--- config.mk ---
export PLATFORM = sky130hd
export DESIGN_NAME = wdpmt_top
export DESIGN_NICKNAME = d
export VERILOG_FILES = /design/src/hw/wdpmt_pkg.sv /design/src/hw/wdpmt_prescaler.sv /design/src/hw/wdpmt_top.sv
export VERILOG_INCLUDE_DIRS = /design/src /design/src/hw
export SDC_FILE = /design/constraint.sdc
export NUM_CORES = 1
export LEC_CHECK = 0
export BUFFER_PORTS_ARGS = -buffer_cell sky130_fd_sc_hd__buf_2
export CORE_MARGIN = 4
export CORE_UTILIZATION = 30
export CTS_CLUSTER_SIZE = 10
export DETAILED_ROUTE_END_ITERATION = 8
export PLACE_DENSITY = 0.54
export SLEW_MARGIN = 25
export SYNTH_ARGS = -nofsm -noshare
export SYNTH_HDL_FRONTEND = slang
export SYNTH_SLANG_ARGS = --single-unit
export TNS_END_PERCENT = 5
--- constraint.sdc ---
create_clock -name clk_sys -period 5.3 [get_ports clk_sys]
set_input_delay 0.265 -clock clk_sys [delete_from_list [all_inputs] [get_ports clk_sys]]
set_output_delay 0.265 -clock clk_sys [all_outputs]
set_load 0.02 [all_outputs]
--- src/hw/wdpmt_map.svh ---
`ifndef WDPMT_MAP_SVH
`define WDPMT_MAP_SVH

// ----------------------------------------
// Register byte addresses
// ----------------------------------------
`define WDPMT_BASE_ADDR     32'h80002800
`define WDPMT_LAST_ADDR     32'h80002BFF
`define WDPMT_STATUS_ADDR   32'h80002800
`define WDPMT_CTRL_ADDR     32'h80002804
`define WDPMT_COUNT_ADDR    32'h80002808
`define WDPMT_PRESC_ADDR    32'h8000280C
`define WDPMT_MACT_ADDR     32'h80002814
`define WDPMT_MATCH0_ADDR   32'h80002818
`define WDPMT_MATCH1_ADDR   32'h8000281C
`define WDPMT_EXTM_ADDR     32'h8000283C

// ----------------------------------------
// Field positions
// ----------------------------------------
`define WDPMT_ST_M0_BIT     0
`define WDPMT_ST_M1_BIT     1
`define WDPMT_CT_EN_BIT     0
`define WDPMT_CT_CLR_BIT    1
`define WDPMT_MA_ST0_BIT    0
`define WDPMT_MA_RST0_BIT   1
`define WDPMT_MA_STOP0_BIT  2
`define WDPMT_MA_ST1_BIT    3
`define WDPMT_MA_RST1_BIT   4
`define WDPMT_MA_STOP1_BIT  5
`define WDPMT_EM_OUT0_BIT   0
`define WDPMT_EM_INT_HI     5
`define WDPMT_EM_INT_LO     4
`define WDPMT_EM_INT_ON     2'h2
`define WDPMT_EM_RST_BIT    7

// ----------------------------------------
// Reset values
// ----------------------------------------
`define WDPMT_RST_ZERO32    32'h00000000
`define WDPMT_RST_ZERO2     2'h0
`define WDPMT_RST_ZERO6     6'h00
`define WDPMT_RST_ZERO3     3'h0

`endif

--- src/hw/wdpmt_pkg.sv ---
package wdpmt_pkg;
   typedef logic [31:0] wdpmt_word_t;
   typedef enum logic [1:0] {
      WDPMT_ACC_IDLE  = 2'b00,
      WDPMT_ACC_WRITE = 2'b01,
      WDPMT_ACC_READ  = 2'b10
   } wdpmt_acc_e;
endpackage

--- src/hw/wdpmt_prescaler.sv ---
`timescale 1ns/1ps
`include "wdpmt_map.svh"
module wdpmt_prescaler #(
   parameter int WIDTH = 32
) (
   input  wire logic             clk_sys,
   input  wire logic             resetn,
   input  wire logic             run,
   input  wire logic             hold_clear,
   input  wire logic [WIDTH-1:0] limit,
   output logic                  tick
);
   import wdpmt_pkg::*;

   typedef struct packed {
      logic [WIDTH-1:0] count;
   } wdpmt_psc_s;

   wdpmt_psc_s st_reg;
   wdpmt_psc_s st_next;

   // Tick is combinational toward the main counter in the same edge
   assign tick = run && !hold_clear && (st_reg.count == limit);

   always_comb begin
      st_next = st_reg;
      if (hold_clear) begin
         st_next.count = '0;
      end else if (run) begin
         if (st_reg.count == limit) begin
            st_next.count = '0;
         end else begin
            st_next.count = st_reg.count + 1'b1;
         end
      end
   end

   always_ff @(posedge clk_sys) begin
      if (!resetn) begin
         st_reg.count <= '0;
      end else begin
         st_reg <= st_next;
      end
   end
endmodule // wdpmt_prescaler

--- src/hw/wdpmt_top.sv ---
`timescale 1ns/1ps
`include "wdpmt_map.svh"
module wdpmt_top #(
   parameter int WIDTH = 32
) (
   input  wire logic              clk_sys,
   input  wire logic              resetn,
   input  wire logic              bus_sel,
   input  wire logic              bus_write,
   input  wire wdpmt_pkg::wdpmt_word_t bus_addr,
   input  wire wdpmt_pkg::wdpmt_word_t bus_wdata,
   output wdpmt_pkg::wdpmt_word_t bus_rdata,
   output logic                   bus_rvalid,
   output logic                   interrupt_match_out,
   output logic                   reset_match_out
);
   import wdpmt_pkg::*;

   // ----------------------------------------
   // State
   // ----------------------------------------
   typedef struct packed {
      logic [1:0]       status;
      logic [1:0]       ctrl;
      logic [WIDTH-1:0] count;
      logic [WIDTH-1:0] limit;
      logic [5:0]       mact;
      logic [WIDTH-1:0] match0;
      logic [WIDTH-1:0] match1;
      logic [2:0]       extm;
      logic             out0;
      logic             out1;
      wdpmt_word_t      rdata;
      logic             rvalid;
   } wdpmt_top_s;

   wdpmt_top_s st_reg;
   wdpmt_top_s st_next;
   logic       tick;
   logic       hit0;
   logic       hit1;
   wdpmt_acc_e acc;

   // ----------------------------------------
   // Address decode
   // ----------------------------------------
   function automatic logic addr_is(input wdpmt_word_t a, input wdpmt_word_t r);
      addr_is = (a == r);
   endfunction

   assign acc = !bus_sel ? WDPMT_ACC_IDLE : (bus_write ? WDPMT_ACC_WRITE : WDPMT_ACC_READ);

   // ----------------------------------------
   // Prescaler
   // ----------------------------------------
   wdpmt_prescaler #(
      .WIDTH (WIDTH)
   ) u_presc (
      .clk_sys    (clk_sys),
      .resetn     (resetn),
      .run        (st_reg.ctrl[`WDPMT_CT_EN_BIT]),
      .hold_clear (st_reg.ctrl[`WDPMT_CT_CLR_BIT]),
      .limit      (st_reg.limit),
      .tick       (tick)
   );

   // Compare at each edge against current count
   assign hit0 = (st_reg.count == st_reg.match0);
   assign hit1 = (st_reg.count == st_reg.match1);

   always_comb begin
      st_next        = st_reg;
      st_next.rvalid = 1'b0;

      // ----------------------------------------
      // Counter
      // ----------------------------------------
      if (st_reg.ctrl[`WDPMT_CT_CLR_BIT]) begin
         st_next.count = '0;
      end else if ((hit0 && st_reg.mact[`WDPMT_MA_RST0_BIT]) ||
                   (hit1 && st_reg.mact[`WDPMT_MA_RST1_BIT])) begin
         st_next.count = '0;
      end else if (tick) begin
         st_next.count = st_reg.count + 1'b1;
      end

      // Match outputs: registered levels, one cycle after equal and enabled
      st_next.out0 = hit0 && (st_reg.extm[2:1] == `WDPMT_EM_INT_ON);
      st_next.out1 = hit1 && st_reg.extm[0];

      // ----------------------------------------
      // Register writes
      // ----------------------------------------
      if (acc == WDPMT_ACC_WRITE) begin
         if (addr_is(bus_addr, `WDPMT_STATUS_ADDR)) begin
            st_next.status = st_reg.status & ~bus_wdata[1:0];
         end else if (addr_is(bus_addr, `WDPMT_CTRL_ADDR)) begin
            st_next.ctrl = bus_wdata[1:0];
         end else if (addr_is(bus_addr, `WDPMT_COUNT_ADDR)) begin
            st_next.count = bus_wdata[WIDTH-1:0];
         end else if (addr_is(bus_addr, `WDPMT_PRESC_ADDR)) begin
            st_next.limit = bus_wdata[WIDTH-1:0];
         end else if (addr_is(bus_addr, `WDPMT_MACT_ADDR)) begin
            st_next.mact = bus_wdata[5:0];
         end else if (addr_is(bus_addr, `WDPMT_MATCH0_ADDR)) begin
            st_next.match0 = bus_wdata[WIDTH-1:0];
         end else if (addr_is(bus_addr, `WDPMT_MATCH1_ADDR)) begin
            st_next.match1 = bus_wdata[WIDTH-1:0];
         end else if (addr_is(bus_addr, `WDPMT_EXTM_ADDR)) begin
            st_next.extm = {bus_wdata[`WDPMT_EM_INT_HI:`WDPMT_EM_INT_LO],
                            bus_wdata[`WDPMT_EM_RST_BIT]};
         end
      end

      // Hardware set wins over same-cycle clear
      if (hit0 && st_reg.mact[`WDPMT_MA_ST0_BIT]) begin
         st_next.status[`WDPMT_ST_M0_BIT] = 1'b1;
      end
      if (hit1 && st_reg.mact[`WDPMT_MA_ST1_BIT]) begin
         st_next.status[`WDPMT_ST_M1_BIT] = 1'b1;
      end
      if ((hit0 && st_reg.mact[`WDPMT_MA_STOP0_BIT]) ||
          (hit1 && st_reg.mact[`WDPMT_MA_STOP1_BIT])) begin
         st_next.ctrl[`WDPMT_CT_EN_BIT] = 1'b0;
      end

      // ----------------------------------------
      // Register reads, one full word per cycle
      // ----------------------------------------
      if (acc == WDPMT_ACC_READ) begin
         st_next.rvalid = 1'b1;
         st_next.rdata  = `WDPMT_RST_ZERO32;
         if (addr_is(bus_addr, `WDPMT_STATUS_ADDR)) begin
            st_next.rdata[1:0] = st_reg.status;
         end else if (addr_is(bus_addr, `WDPMT_CTRL_ADDR)) begin
            st_next.rdata[1:0] = st_reg.ctrl;
         end else if (addr_is(bus_addr, `WDPMT_COUNT_ADDR)) begin
            st_next.rdata[WIDTH-1:0] = st_reg.count;
         end else if (addr_is(bus_addr, `WDPMT_PRESC_ADDR)) begin
            st_next.rdata[WIDTH-1:0] = st_reg.limit;
         end else if (addr_is(bus_addr, `WDPMT_MACT_ADDR)) begin
            st_next.rdata[5:0] = st_reg.mact;
         end else if (addr_is(bus_addr, `WDPMT_MATCH0_ADDR)) begin
            st_next.rdata[WIDTH-1:0] = st_reg.match0;
         end else if (addr_is(bus_addr, `WDPMT_MATCH1_ADDR)) begin
            st_next.rdata[WIDTH-1:0] = st_reg.match1;
         end else if (addr_is(bus_addr, `WDPMT_EXTM_ADDR)) begin
            st_next.rdata[`WDPMT_EM_INT_HI:`WDPMT_EM_INT_LO] = st_reg.extm[2:1];
            st_next.rdata[`WDPMT_EM_RST_BIT]               = st_reg.extm[0];
            st_next.rdata[`WDPMT_EM_OUT0_BIT]              = st_reg.out0;
         end
      end
   end

   always_ff @(posedge clk_sys) begin
      if (!resetn) begin
         st_reg.status <= `WDPMT_RST_ZERO2;
         st_reg.ctrl   <= `WDPMT_RST_ZERO2;
         st_reg.count  <= '0;
         st_reg.limit  <= '0;
         st_reg.mact   <= `WDPMT_RST_ZERO6;
         st_reg.match0 <= '0;
         st_reg.match1 <= '0;
         st_reg.extm   <= `WDPMT_RST_ZERO3;
         st_reg.out0   <= 1'b0;
         st_reg.out1   <= 1'b0;
         st_reg.rdata  <= `WDPMT_RST_ZERO32;
         st_reg.rvalid <= 1'b0;
      end else begin
         st_reg <= st_next;
      end
   end

   assign bus_rdata           = st_reg.rdata;
   assign bus_rvalid          = st_reg.rvalid;
   assign interrupt_match_out = st_reg.out0;
   assign reset_match_out     = st_reg.out1;
endmodule // wdpmt_top

==> flow_summary.json <==
{
  "critPathLaunchType": "flop",
  "outcome": "completed",
  "hold_viol_final": 0,
  "netlist_instances": 1321,
  "slew_headroom_pct": 32.3,
  "switching_share_pct": 22.6,
  "core_area_um2": 34500,
  "internal_power_w": 0.00250,
  "dr_total_vias": 9477,
  "period_minus_slack_ps": 3010,
  "ys.flop_type": "dfxtp_1",
  "final_cell_mix": "nand2_1, dfxtp_1, a21oi_1",
  "synth_warnings": 0,
  "p_leak_nw": 4.81,
  "hp-class": "in -> reg",
  "vdd_drop_max_v": 0.000193,
  "grt_pass1_wl_mm": 56.2,
  "path_clk_slew_ps": 60,
  "grt_max_degree": 62,
  "place.port_buffers": 102,
  "clock-root-buffer": "clkbuf_16",
  "tightest_slew_ps": 1010,
  "die_h_um": 195,
  "synth_edf_count": 0,
  "met2_wirelength_mm": 16.8,
  "ant_nets": 0,
  "wl_mm": 37.1,
  "syn2layout_area_growth_pct": 13.8,
  "ys_seq_elements": 208,
  "grtUsageTotal_pct": 18.8,
  "htreeDepth": 1,
  "routed.top_layer": "met5",
  "finClkSkew_ps": 11.1,
  "holdPathEnd": "st_reg[165]$_SDFF_PN0_",
  "final_common_cell": "nand2_1",
  "num_rows": 68,
  "io_pins": 103,
  "hp-start": "bus_wdata[25]",
  "cts_tree": "built",
  "multi_input_area_um2": 5680,
  "post_drt_wl_per_cell_um": 20.5,
  "first_iter_violations": 953,
  "nFillCells": 3666,
  "post_cts_buffers": 0,
  "first_global_vias": 9058,
  "worstPathArrival_ps": 3390,
  "yosysUniqueCellTypes": 58,
  "viasPerCell": 5.23,
  "antenna_cells": 0,
  "worst-path-max-fanout": 29,
  "r2r-start": "st_reg[170]$_SDFF_PN0_",
  "fin_nets": 1421,
  "numClockSinks": 208,
  "final_util_pct": 34.6,
  "met3WireLength_mm": 3.25,
  "die_w_um": 195,
  "power.share.clock_pct": 47.8,
  "antenna_found_initial": 1,
  "critPathCaptureType": "flop",
  "setup_viol": 0,
  "largest_reg_flops": 141,
  "grt-ovfl-total": 0,
  "insertion_delay_ps": 530,
  "reg2regPathDepth": 7,
  "period_share_pct": 56.8,
  "hpwl_mm": 26.2,
  "p_sw_w": 0.000730,
  "yosysSeqAreaShare_pct": 39.7,
  "async_flop_share_pct": 0,
  "worstReg2RegEnd": "st_reg[158]$_SDFF_PN0_",
  "r2r_slack_ps": 2290,
  "syn_nets": 1391,
  "maxCapViolCount": 0,
  "die_area_um2": 38000,
  "holdPathStages": 3,
  "fin_tns_setup_ps": 0,
  "seqPwrFrac_pct": 48.4,
  "regArea_um2": 4160,
  "slew_violations": 0,
  "start_util_pct": 30.4,
  "clock_path_buffers": 3,
  "synth_area_um2": 10500,
  "gp_congestion": 0.881,
  "wirelength_met1_mm": 15.9,
  "post_synth.cell_area_avg_um2": 7.94,
  "final_layout_size_suffix_gt1_share_pct": 13.2,
  "critPathKind": "reg -> reg",
  "numCtsBuffers": 25,
  "combPwrFrac_pct": 3.7,
  "rsz0062_at_grt": "false",
  "drcViolationCount": 0,
  "max_freq_ghz": 0.332,
  "crit_required_ps": 5680,
  "first_pass_iters": 8,
  "power_density_nw_per_um2": 271
}
==> cells by family after synthesis <==
family | share of synthesized area (%)
AOI/OAI and AO/OA | 14.8
DFF | 39.7
adders and majority gates | 0.239
and+or+nand+nor | 24.8
muxes | 0.692
buffers and inverters | 6.53
xor gates and xnor gates | 13.2
==> cell usage after synthesis (3+ instances only) <==
cell / count / area (µm²)
a211oi_1: 4 / 30.0
a21o_1: 26 / 195
a21oi_1: 139 / 696
a222oi_1: 26 / 260
a22o_1: 5 / 43.8
a22oi_1: 5 / 37.5
and2_1: 6 / 37.5
and3_1: 7 / 43.8
and4_1: 7 / 61.3
buf_2: 13 / 65.1
buf_4: 34 / 255
clkbuf_1: 80 / 300
dfxtp_1: 208 / 4160
inv_1: 12 / 45.0
mux2i_1: 5 / 50.1
nand2_1: 305 / 1140
nand2b_1: 4 / 25.0
nand3_1: 33 / 165
nand4_1: 23 / 144
nor2_1: 76 / 285
nor2b_1: 4 / 25.0
nor3_1: 21 / 105
nor3_2: 6 / 60.1
nor4_1: 30 / 188
nor4_2: 3 / 37.5
o21ai_0: 16 / 80.1
o21ai_1: 20 / 100
or2_2: 3 / 18.8
or3_1: 5 / 31.3
or4_1: 3 / 22.5
xnor2_1: 36 / 315
xor2_1: 122 / 1070
==> cell type report <==
cell class | instances | area share (%)
clock buffers | 33 | 5.83
clock inverters | 1 | 0.0734
inverters | 14 | 0.451
multi-input cells | 971 | 47.6
flip-flops and latches | 208 | 34.9
well taps | 455 | 4.77
repair buffers | 131 | 6.44
==> per-stage QoR <==
stage / cell area (µm²) / hold WS (ps) / total power (W) / worst slack [ps] / cells
finish: 11900 / 5.89 / 0.00323 / 2290 / 1813
global route: 11900 / 27.2 / 0.00333 / 2120 / 1813
CTS: 11900 / 1.81 / 0.00327 / 2390 / 1813
detailed placement: 11100 / 434 / 0.00171 / 1920 / 1763
global placement: 11100 / 430 / 0.00171 / 2010 / 1763
floorplan: 10500 / 374 / 0.00164 / 3070 / 1321
==> critical path, stage by stage, from the launching register on <==
cell     delay, ps
dfxtp_1        450
xor2_1         210
nor4_1         640
nand4_1        410
nor3_1         240
and4b_1        250
inv_2          440
o21ai_0        190
==> metal layers <==
metal,vias to the layer above,global-route usage [%]
met1,4493,25.4
li1,4516,-
met3,64,4.02
met4,2,5.17
met2,402,30.4
met5,-,0
==> worst max-delay path by stage <==
stage	start	to	slack [ps]	cells after the start
after detailed placement	bus_addr[29]	bus_rdata[4]$_SDFFE_PN0P_	1920	8
after CTS	st_reg[170]$_SDFF_PN0_	st_reg[158]$_SDFF_PN0_	2390	7
after floorplan	bus_addr[17]	bus_rdata[4]$_SDFFE_PN0P_	3070	8
after global placement	bus_addr[10]	bus_rdata[4]$_SDFFE_PN0P_	2010	8
after global routing	u_presc.st_reg[9]$_SDFFE_PP0P_	st_reg[171]$_SDFF_PN0_	2120	7
final	st_reg[170]$_SDFF_PN0_	st_reg[158]$_SDFF_PN0_	2290	7
==> timing repair <==
item / CTS / global route
hold buffers: 16 / 0
gates resized for setup: 0 / 0
endpoints found under the hold margin: 37 / 0
==> power groups by stage <==
| stage | logic [W] | registers [W] | clock network [W] |
|---|---|---|---|
| after detailed placement | 0.000111 | 0.00160 | 0 |
| after global placement | 0.000110 | 0.00160 | 0 |
| after floorplan | 0.0000436 | 0.00160 | 0 |
| final | 0.000120 | 0.00156 | 0.00155 |
| after CTS | 0.000121 | 0.00156 | 0.00158 |
| after global routing | 0.000130 | 0.00156 | 0.00163 |
Power figures use the tool's default switching activity.
